--- src/hw/cpwr_map.vh ---
// Register map, field positions and reset values of the codec power registers
// How it works
// - Any write to the word at index zero resets every register to its default.
// - Reading the word at index zero returns the part identifier, not written data.
// - Bit 8 of power_enable_one turns on the independent bias generator, reset 0.
// - Bit 7 of power_enable_one enables the level shifters when 1, standby when 0, reset 0.
// - Bit 5 of power_enable_one switches the PLL on when 1, off after reset.
// - Bit 4 of power_enable_one enables microphone bias, else high impedance, reset 0.
// - Bit 3 of power_enable_one enables the amplifier bias when 1, reset disabled.
// - Reads of bits 2:0 of power_enable_one return the silicon revision.
// - Bit 2 enables the reference buffer; when 0 analogue pins settle to ground.
// - Bits 1:0 pick the divider: 00 open, 01 50k, 10 250k, 11 5k; reset 00.
// - Bit 2 of power_enable_two enables the input gain amplifier, reset disabled.
`ifndef CPWR_MAP_VH
`define CPWR_MAP_VH

// Register indices and byte addresses
`define CPWR_IDX_RESET_ID 2'h0
`define CPWR_IDX_POWER_ONE 2'h1
`define CPWR_IDX_POWER_TWO 2'h2
`define CPWR_IDX_STATUS 2'h3
`define CPWR_WORD_LSB 2

// Field positions in power_enable_one
`define CPWR_P1_INDEP_BIAS 8
`define CPWR_P1_LEVEL_SHIFT 7
`define CPWR_P1_AUX_BUF 6
`define CPWR_P1_PLL 5
`define CPWR_P1_MIC_BIAS 4
`define CPWR_P1_AMP_BIAS 3
`define CPWR_P1_REF_BUF 2
`define CPWR_P1_IMP_HI 1
`define CPWR_P1_IMP_LO 0

// Field positions in power_enable_two
`define CPWR_P2_BOOST 4
`define CPWR_P2_GAIN_AMP 2
`define CPWR_P2_CONV_IN 0

// Reset values; the identity value is arbitrary
`define CPWR_RST_BIT 1'b0
`define CPWR_RST_IMP 2'h0
`define CPWR_PART_ID 16'hC0DE
`define CPWR_REVISION 3'h0

// Bus answers
`define CPWR_RESP_OKAY 2'h0
`define CPWR_RESP_SLVERR 2'h2
`define CPWR_ZERO_WORD 32'h00000000

`endif

--- src/hw/cpwr_regs.v ---
// AXI4-Lite register bank for codec power management
//
// Our own choice: the AXI4-Lite slave port.
`timescale 1ns/1ps
`include "cpwr_map.vh"

module cpwr_regs #(
    parameter ADDR_W = 4,
    // Arbitrary identifier value returned at index zero
    parameter [15:0] PART_ID = `CPWR_PART_ID,
    parameter [2:0] REVISION = `CPWR_REVISION
) (
    // Clock and reset
    input wire aclk,
    input wire aresetn,
    // Write address channel
    input wire [ADDR_W-1:0] s_axi_awaddr,
    input wire [2:0] s_axi_awprot,
    input wire s_axi_awvalid,
    output reg s_axi_awready,
    // Write data channel
    input wire [31:0] s_axi_wdata,
    input wire [3:0] s_axi_wstrb,
    input wire s_axi_wvalid,
    output reg s_axi_wready,
    // Write response channel
    output reg [1:0] s_axi_bresp,
    output reg s_axi_bvalid,
    input wire s_axi_bready,
    // Read address channel
    input wire [ADDR_W-1:0] s_axi_araddr,
    input wire [2:0] s_axi_arprot,
    input wire s_axi_arvalid,
    output reg s_axi_arready,
    // Read data channel
    output reg [31:0] s_axi_rdata,
    output reg [1:0] s_axi_rresp,
    output reg s_axi_rvalid,
    input wire s_axi_rready,
    // Power enables to the analogue blocks
    output reg independent_bias_enable,
    output reg level_shifter_enable,
    output reg aux_input_buffer_enable,
    output reg pll_power_enable,
    output reg mic_bias_enable,
    output reg amp_bias_enable,
    output reg reference_buffer_enable,
    output reg [1:0] reference_impedance_select,
    output reg input_boost_enable,
    output reg input_gain_amp_enable,
    output reg converter_in_enable
);

    ////////////////////////////////////////////////////////////////////////////
    // Helper functions

    // Word index of a byte address, with a valid flag in the top bit
    function [2:0] word_index;
        input [ADDR_W-1:0] addr;
        reg [ADDR_W-1:0] word;
        begin
            word = addr >> `CPWR_WORD_LSB;
            if (word == {{(ADDR_W-2){1'b0}}, `CPWR_IDX_RESET_ID}) begin
                word_index = {1'b1, `CPWR_IDX_RESET_ID};
            end else if (word == {{(ADDR_W-2){1'b0}}, `CPWR_IDX_POWER_ONE}) begin
                word_index = {1'b1, `CPWR_IDX_POWER_ONE};
            end else if (word == {{(ADDR_W-2){1'b0}}, `CPWR_IDX_POWER_TWO}) begin
                word_index = {1'b1, `CPWR_IDX_POWER_TWO};
            end else if (word == {{(ADDR_W-2){1'b0}}, `CPWR_IDX_STATUS}) begin
                word_index = {1'b1, `CPWR_IDX_STATUS};
            end else begin
                word_index = {1'b0, `CPWR_IDX_RESET_ID};
            end
        end
    endfunction

    // Merge one bit of write data under its byte strobe
    function lane_bit;
        input old_bit;
        input [31:0] data;
        input [3:0] strb;
        input integer pos;
        begin
            if (strb[pos / 8]) begin
                lane_bit = data[pos];
            end else begin
                lane_bit = old_bit;
            end
        end
    endfunction

    // Bus answer for a decoded word index
    function [1:0] word_resp;
        input [2:0] index;
        begin
            if (index[2]) begin
                word_resp = `CPWR_RESP_OKAY;
            end else begin
                word_resp = `CPWR_RESP_SLVERR;
            end
        end
    endfunction

    ////////////////////////////////////////////////////////////////////////////
    // Write channel state

    reg [ADDR_W-1:0] wr_addr;
    reg [31:0] wr_data;
    reg [3:0] wr_strb;
    reg next_awready;
    reg next_wready;
    reg next_bvalid;
    reg [1:0] next_bresp;
    reg [ADDR_W-1:0] next_wr_addr;
    reg [31:0] next_wr_data;
    reg [3:0] next_wr_strb;
    wire [2:0] wr_index;
    wire wr_go;
    wire wr_soft_reset;

    // Both halves held and no answer outstanding
    assign wr_go = !s_axi_awready && !s_axi_wready && !s_axi_bvalid;
    assign wr_index = word_index(wr_addr);
    assign wr_soft_reset = wr_go && (wr_index == {1'b1, `CPWR_IDX_RESET_ID});

    // Address and data taken in either order, answer once both are held
    always @* begin
        next_awready = s_axi_awready;
        next_wready = s_axi_wready;
        next_bvalid = s_axi_bvalid;
        next_bresp = s_axi_bresp;
        next_wr_addr = wr_addr;
        next_wr_data = wr_data;
        next_wr_strb = wr_strb;
        if (s_axi_awvalid && s_axi_awready) begin
            next_wr_addr = s_axi_awaddr;
            next_awready = 1'b0;
        end
        if (s_axi_wvalid && s_axi_wready) begin
            next_wr_data = s_axi_wdata;
            next_wr_strb = s_axi_wstrb;
            next_wready = 1'b0;
        end
        if (wr_go) begin
            next_bvalid = 1'b1;
            next_bresp = word_resp(wr_index);
        end
        if (s_axi_bvalid && s_axi_bready) begin
            next_bvalid = 1'b0;
            next_awready = 1'b1;
            next_wready = 1'b1;
        end
    end

    // Write channel registers
    always @(posedge aclk) begin
        if (!aresetn) begin
            s_axi_awready <= 1'b1;
            s_axi_wready <= 1'b1;
            s_axi_bvalid <= 1'b0;
            s_axi_bresp <= `CPWR_RESP_OKAY;
            wr_addr <= {ADDR_W{1'b0}};
            wr_data <= `CPWR_ZERO_WORD;
            wr_strb <= 4'h0;
        end else begin
            s_axi_awready <= next_awready;
            s_axi_wready <= next_wready;
            s_axi_bvalid <= next_bvalid;
            s_axi_bresp <= next_bresp;
            wr_addr <= next_wr_addr;
            wr_data <= next_wr_data;
            wr_strb <= next_wr_strb;
        end
    end

    ////////////////////////////////////////////////////////////////////////////
    // Power enable registers

    wire wr_one;
    wire wr_two;
    reg next_independent_bias_enable;
    reg next_level_shifter_enable;
    reg next_aux_input_buffer_enable;
    reg next_pll_power_enable;
    reg next_mic_bias_enable;
    reg next_amp_bias_enable;
    reg next_reference_buffer_enable;
    reg [1:0] next_reference_impedance_select;
    reg next_input_boost_enable;
    reg next_input_gain_amp_enable;
    reg next_converter_in_enable;

    assign wr_one = wr_go && (wr_index == {1'b1, `CPWR_IDX_POWER_ONE});
    assign wr_two = wr_go && (wr_index == {1'b1, `CPWR_IDX_POWER_TWO});

    // Every enable holds unless a soft reset or its own word arrives
    always @* begin
        next_independent_bias_enable = independent_bias_enable;
        next_level_shifter_enable = level_shifter_enable;
        next_aux_input_buffer_enable = aux_input_buffer_enable;
        next_pll_power_enable = pll_power_enable;
        next_mic_bias_enable = mic_bias_enable;
        next_amp_bias_enable = amp_bias_enable;
        next_reference_buffer_enable = reference_buffer_enable;
        next_reference_impedance_select = reference_impedance_select;
        next_input_boost_enable = input_boost_enable;
        next_input_gain_amp_enable = input_gain_amp_enable;
        next_converter_in_enable = converter_in_enable;
        if (wr_soft_reset) begin
            next_independent_bias_enable = `CPWR_RST_BIT;
            next_level_shifter_enable = `CPWR_RST_BIT;
            next_aux_input_buffer_enable = `CPWR_RST_BIT;
            next_pll_power_enable = `CPWR_RST_BIT;
            next_mic_bias_enable = `CPWR_RST_BIT;
            next_amp_bias_enable = `CPWR_RST_BIT;
            next_reference_buffer_enable = `CPWR_RST_BIT;
            next_reference_impedance_select = `CPWR_RST_IMP;
            next_input_boost_enable = `CPWR_RST_BIT;
            next_input_gain_amp_enable = `CPWR_RST_BIT;
            next_converter_in_enable = `CPWR_RST_BIT;
        end else if (wr_one) begin
            next_independent_bias_enable = lane_bit(independent_bias_enable,
                wr_data, wr_strb, `CPWR_P1_INDEP_BIAS);
            next_level_shifter_enable = lane_bit(level_shifter_enable,
                wr_data, wr_strb, `CPWR_P1_LEVEL_SHIFT);
            next_aux_input_buffer_enable = lane_bit(aux_input_buffer_enable,
                wr_data, wr_strb, `CPWR_P1_AUX_BUF);
            next_pll_power_enable = lane_bit(pll_power_enable,
                wr_data, wr_strb, `CPWR_P1_PLL);
            next_mic_bias_enable = lane_bit(mic_bias_enable,
                wr_data, wr_strb, `CPWR_P1_MIC_BIAS);
            next_amp_bias_enable = lane_bit(amp_bias_enable,
                wr_data, wr_strb, `CPWR_P1_AMP_BIAS);
            next_reference_buffer_enable = lane_bit(reference_buffer_enable,
                wr_data, wr_strb, `CPWR_P1_REF_BUF);
            next_reference_impedance_select[1] = lane_bit(
                reference_impedance_select[1],
                wr_data, wr_strb, `CPWR_P1_IMP_HI);
            next_reference_impedance_select[0] = lane_bit(
                reference_impedance_select[0],
                wr_data, wr_strb, `CPWR_P1_IMP_LO);
        end else if (wr_two) begin
            next_input_boost_enable = lane_bit(input_boost_enable,
                wr_data, wr_strb, `CPWR_P2_BOOST);
            next_input_gain_amp_enable = lane_bit(input_gain_amp_enable,
                wr_data, wr_strb, `CPWR_P2_GAIN_AMP);
            next_converter_in_enable = lane_bit(converter_in_enable,
                wr_data, wr_strb, `CPWR_P2_CONV_IN);
        end
        // Other bit positions are simply not stored
    end

    // Bus reset restores the same defaults as a soft reset
    always @(posedge aclk) begin
        if (!aresetn) begin
            independent_bias_enable <= `CPWR_RST_BIT;
            level_shifter_enable <= `CPWR_RST_BIT;
            aux_input_buffer_enable <= `CPWR_RST_BIT;
            pll_power_enable <= `CPWR_RST_BIT;
            mic_bias_enable <= `CPWR_RST_BIT;
            amp_bias_enable <= `CPWR_RST_BIT;
            reference_buffer_enable <= `CPWR_RST_BIT;
            reference_impedance_select <= `CPWR_RST_IMP;
            input_boost_enable <= `CPWR_RST_BIT;
            input_gain_amp_enable <= `CPWR_RST_BIT;
            converter_in_enable <= `CPWR_RST_BIT;
        end else begin
            independent_bias_enable <= next_independent_bias_enable;
            level_shifter_enable <= next_level_shifter_enable;
            aux_input_buffer_enable <= next_aux_input_buffer_enable;
            pll_power_enable <= next_pll_power_enable;
            mic_bias_enable <= next_mic_bias_enable;
            amp_bias_enable <= next_amp_bias_enable;
            reference_buffer_enable <= next_reference_buffer_enable;
            reference_impedance_select <= next_reference_impedance_select;
            input_boost_enable <= next_input_boost_enable;
            input_gain_amp_enable <= next_input_gain_amp_enable;
            converter_in_enable <= next_converter_in_enable;
        end
    end

    ////////////////////////////////////////////////////////////////////////////
    // Read data selection

    reg [31:0] next_rdata;
    reg [1:0] next_rresp;
    reg [2:0] rd_index;

    // Unused bits stay zero in every word
    always @* begin
        rd_index = word_index(s_axi_araddr);
        next_rdata = `CPWR_ZERO_WORD;
        next_rresp = word_resp(rd_index);
        if (rd_index == {1'b1, `CPWR_IDX_RESET_ID}) begin
            next_rdata[15:0] = PART_ID;
        end else if (rd_index == {1'b1, `CPWR_IDX_POWER_ONE}) begin
            next_rdata[`CPWR_P1_INDEP_BIAS] = independent_bias_enable;
            next_rdata[`CPWR_P1_LEVEL_SHIFT] = level_shifter_enable;
            next_rdata[`CPWR_P1_AUX_BUF] = aux_input_buffer_enable;
            next_rdata[`CPWR_P1_PLL] = pll_power_enable;
            next_rdata[`CPWR_P1_MIC_BIAS] = mic_bias_enable;
            next_rdata[`CPWR_P1_AMP_BIAS] = amp_bias_enable;
            next_rdata[2:0] = REVISION;
        end else if (rd_index == {1'b1, `CPWR_IDX_POWER_TWO}) begin
            next_rdata[`CPWR_P2_BOOST] = input_boost_enable;
            next_rdata[`CPWR_P2_GAIN_AMP] = input_gain_amp_enable;
            next_rdata[`CPWR_P2_CONV_IN] = converter_in_enable;
        end else if (rd_index == {1'b1, `CPWR_IDX_STATUS}) begin
            // Reference fields hidden behind the revision readback
            next_rdata[`CPWR_P1_REF_BUF] = reference_buffer_enable;
            next_rdata[`CPWR_P1_IMP_HI] = reference_impedance_select[1];
            next_rdata[`CPWR_P1_IMP_LO] = reference_impedance_select[0];
        end
    end

    ////////////////////////////////////////////////////////////////////////////
    // Read channel

    reg next_arready;
    reg next_rvalid;

    // Address taken when idle, answer released on rready
    always @* begin
        next_arready = s_axi_arready;
        next_rvalid = s_axi_rvalid;
        if (s_axi_arvalid && s_axi_arready) begin
            next_arready = 1'b0;
            next_rvalid = 1'b1;
        end else if (s_axi_rvalid && s_axi_rready) begin
            next_arready = 1'b1;
            next_rvalid = 1'b0;
        end
    end

    // One read at a time, answered on the edge after the address
    always @(posedge aclk) begin
        if (!aresetn) begin
            s_axi_arready <= 1'b1;
            s_axi_rvalid <= 1'b0;
            s_axi_rdata <= `CPWR_ZERO_WORD;
            s_axi_rresp <= `CPWR_RESP_OKAY;
        end else begin
            s_axi_arready <= next_arready;
            s_axi_rvalid <= next_rvalid;
            if (s_axi_arvalid && s_axi_arready) begin
                s_axi_rdata <= next_rdata;
                s_axi_rresp <= next_rresp;
            end
        end
    end

endmodule // cpwr_regs

--- config.mk ---
export PLATFORM = sky130hd
export DESIGN_NAME = cpwr_regs
export DESIGN_NICKNAME = d
export VERILOG_FILES = /design/src/hw/cpwr_regs.v
export VERILOG_INCLUDE_DIRS = /design/src /design/src/hw
export SDC_FILE = /design/constraint.sdc
export NUM_CORES = 1
export LEC_CHECK = 0
export BUFFER_PORTS_ARGS = -buffer_cell sky130_fd_sc_hd__buf_2
export CAP_MARGIN = 0
export CELL_PAD_IN_SITES_DETAIL_PLACEMENT = 2
export CELL_PAD_IN_SITES_GLOBAL_PLACEMENT = 2
export CORE_MARGIN = 3
export CORE_UTILIZATION = 26
export CTS_BUF_LIST = sky130_fd_sc_hd__clkbuf_2
export DETAILED_ROUTE_END_ITERATION = 8
export PLACE_DENSITY = 0.95
export SETUP_SLACK_MARGIN = 0.5
export SKIP_CTS_REPAIR_TIMING = 1
export SYNTH_ARGS = -nofsm -noshare
export SYNTH_HDL_FRONTEND = slang
export SYNTH_SLANG_ARGS = --single-unit
export TNS_END_PERCENT = 100
--- constraint.sdc ---
create_clock -name aclk -period 4.5 [get_ports aclk]
set_input_delay 0.45 -clock aclk [delete_from_list [all_inputs] [get_ports aclk]]
set_output_delay 0.45 -clock aclk [all_outputs]
set_load 0.03 [all_outputs]
==> results.json <==
{
  "area_growth_pct": 12.7,
  "fin_total_pwr_uw": 718,
  "clkPwrFrac_pct": 30.3,
  "dp.cells": 352,
  "place_congestion": 0.723,
  "synthArstFlopShare_pct": 0,
  "multi_input_area_sq_um": 890,
  "htree_levels": 2,
  "rr_endpoint": "level_shifter_enable$_SDFFE_PP0P_",
  "setup_viol": 0,
  "crit_arrival_ns": 1.25,
  "r2r_slack_ns": 2.90,
  "diodes": 0,
  "hold_path.class": "input port to register",
  "final_antenna_net_count": 0,
  "grt_pass1_vias": 1701,
  "drt-vias-per-instance": 4.43,
  "peakVddDrop_v": 0.0000856,
  "power_leakage_nw": 0.926,
  "fin_worst_skew_ns": 0.0208,
  "insertion_delay_ns": 0.41,
  "crit_fanout": 9,
  "fin_crit_sh_pct": 37.8,
  "use_met1_pct": 14.9,
  "start_util_pct": 27.7,
  "cts_root_buf": "clkbuf_2",
  "ys_warn_count": 0,
  "ys.flop_type": "dfxtp_1",
  "cpMaxStageDelayCell": "dfxtp_1",
  "switching_share_pct": 29.7,
  "clock_sinks": 42,
  "antenna_found_initial": 0,
  "grt_max_degree": 32,
  "clk_pin_slew_worst_paths_ns": 0.23,
  "chipWidth_um": 92.5,
  "endpoint_kind": "output pin",
  "cts_buffers": 5,
  "synthTopCellsByArea": "dfxtp_1 43%, buf_4 9.6%, a21boi_0 8.1%",
  "synth_common_cells": "42 x dfxtp_1, 33 x nand2_1, 25 x buf_4",
  "drive_gt1_share_pct": 26.5,
  "cts_tree": "yes",
  "io_buffers": 51,
  "grt_usage_pct": 12.6,
  "fillerInstances": 833,
  "setup_tns_ns": 0,
  "required_ns": 4.05,
  "r2r_start": "s_axi_bvalid$_SDFFE_PP0P_",
  "maxCapViolCount": 0,
  "regArea_sq_um": 841,
  "slew_viol_final": 0,
  "post-synth-top-area-fraction_pct": 43.2,
  "critPathKind": "register to output pin",
  "drc": 0,
  "seq_area_frac_synth_pct": 43.2,
  "core.rowCount": 30,
  "start_kind": "register",
  "avgSynthCellArea_sq_um": 8.77,
  "powerDensity_nw_per_um2": 328,
  "synth-seq-cells": 42,
  "p_int_uw": 505,
  "path_buf_inv": 1,
  "synth_area_leader_cell": "dfxtp_1",
  "period_needed_ns": 1.70,
  "worstMarginPinSlew_ns": 0.708,
  "dr_total_vias": 1593,
  "grt_pass1_wl_mm": 8.63,
  "synth_edf_count": 0,
  "fin_nets": 320,
  "path_cells": "buf_2",
  "use_met2_pct": 21.8,
  "dieArea_sq_um": 8560,
  "fp.dieH_um": 92.5,
  "drt_iter0_drc": 28,
  "fin_cells": 360,
  "p_switching_uw": 213,
  "finalHoldViolations": 0,
  "core_sq_um": 7020,
  "hpwlAfterDp_mm": 4.12,
  "status": "completed",
  "setup.worst_path.start": "s_axi_wready$_SDFFE_PP1P_",
  "placed_area_sq_um": 2130,
  "max_stage_delay_ns": 0.57,
  "synth_most_common_cell": "dfxtp_1",
  "cp_num_cells": 1,
  "fmax_ghz": 0.588,
  "postSynthCellCount": 222,
  "critPathTopFamily": "flip-flops",
  "power_frac_seq_pct": 55.6,
  "ys_types": 35,
  "met3_usage_pct": 3.33,
  "cts_max_path_buffers": 2,
  "wl_mm": 5.11,
  "rr_worst_depth": 3,
  "power_frac_comb_pct": 14.0,
  "busiest_layer": "met2",
  "rsz0062_at_grt": "no",
  "holdPathStages": 2,
  "grt_overflow": 0,
  "final_area_sq_um": 2190,
  "endpoint": "s_axi_wready",
  "firstDrtPassIters": 4,
  "wl_per_cell_um": 14.2,
  "io_pins": 110,
  "max_slew_margin_pct": 52.4,
  "syn_area_sq_um": 1950
}
==> power groups by stage <==
stage / Sequential (mW) / Combinational, mW / Clock [mW]
3_3_place_gp: 0.406 / 0.0987 / 0
6_report: 0.400 / 0.101 / 0.218
4_1_cts: 0.400 / 0.102 / 0.230
2_1_floorplan: 0.414 / 0.0869 / 0
5_1_grt: 0.403 / 0.112 / 0.245
3_5_place_dp: 0.407 / 0.102 / 0
==> cells in the final DEF (no fill, tap or decap), drive strengths merged <==
cell	Yosys	layout
a21oi	13	13
and3	1	1
a21boi	21	21
or4	1	1
dfxtp	42	42
o21ai	17	17
and2	4	4
o311a	1	1
and4bb	1	1
a211o	3	3
nor2	3	3
mux2	1	1
nand2	33	33
buf	29	51
nand3	16	16
clkbuf	9	5
clkinv	0	2
a221o	1	1
o211ai	1	1
bufinv	0	1
nor4	1	1
and4b	1	1
nand2b	2	2
conb	1	23
inv	6	6
nand4	1	1
or2	1	1
or4bb	1	1
a22oi	2	2
mux2i	2	2
o211a	1	1
nor2b	5	5
==> cells by family after synthesis <==
group | share of synthesized area (%)
buffers and inverters | 15.4
AO/OA/AOI/OAI | 21.1
other | 0.193
AND/OR/NAND/NOR | 18.6
flip-flops | 43.2
multiplexers | 1.61
==> state kept, by name (all words and copies together), names as in the netlist, 2 cells and up <==
name and count:
wr_strb 2, wr_addr 2, reference_impedance_select 2, wr_data 9, s_axi_rdata 10
==> final cells by class <==
cell class | instances | area share, %
Clock buffer | 5 | 1.14
Clock inverter | 3 | 1.83
Inverter | 6 | 1.03
Multi-Input combinational cell | 157 | 40.6
Sequential cell | 42 | 38.3
Tap cell | 96 | 5.48
Timing Repair Buffer | 51 | 11.6
==> worst min path at each step <==
stage	from	endpoint	slack, ns
after floorplan	wr_data[5]$_SDFFE_PN0P_	pll_power_enable$_SDFFE_PP0P_	0.44
after global placement	s_axi_rdata[3]$_SDFFE_PN0P_	s_axi_rdata[3]$_SDFFE_PN0P_	0.45
after detailed placement	s_axi_rdata[6]$_SDFFE_PN0P_	s_axi_rdata[6]$_SDFFE_PN0P_	0.47
after CTS	s_axi_awvalid	s_axi_awready$_SDFFE_PP1P_	0.20
after global routing	s_axi_wstrb[0]	wr_strb[0]$_SDFFE_PN0P_	0.21
final	s_axi_wvalid	s_axi_wready$_SDFFE_PP1P_	0.23
==> metrics by stage <==
step	utilization [%]	hold WS [ns]	setup slack (ns)
after floorplan	-	0.440	2.87
after global routing	31.2	0.208	2.69
after global placement	30.3	0.451	2.97
after detailed placement	30.3	0.467	2.93
final	31.2	0.232	2.80
after CTS	31.2	0.199	2.76
==> routing by layer <==
metal,vias to the layer above,part of all wire (%)
met5,-,0
met4,0,1.7
met3,6,6.5
met2,55,49
met1,746,43
li1,786,-
Note: power is estimated with default switching activity, not from simulation.
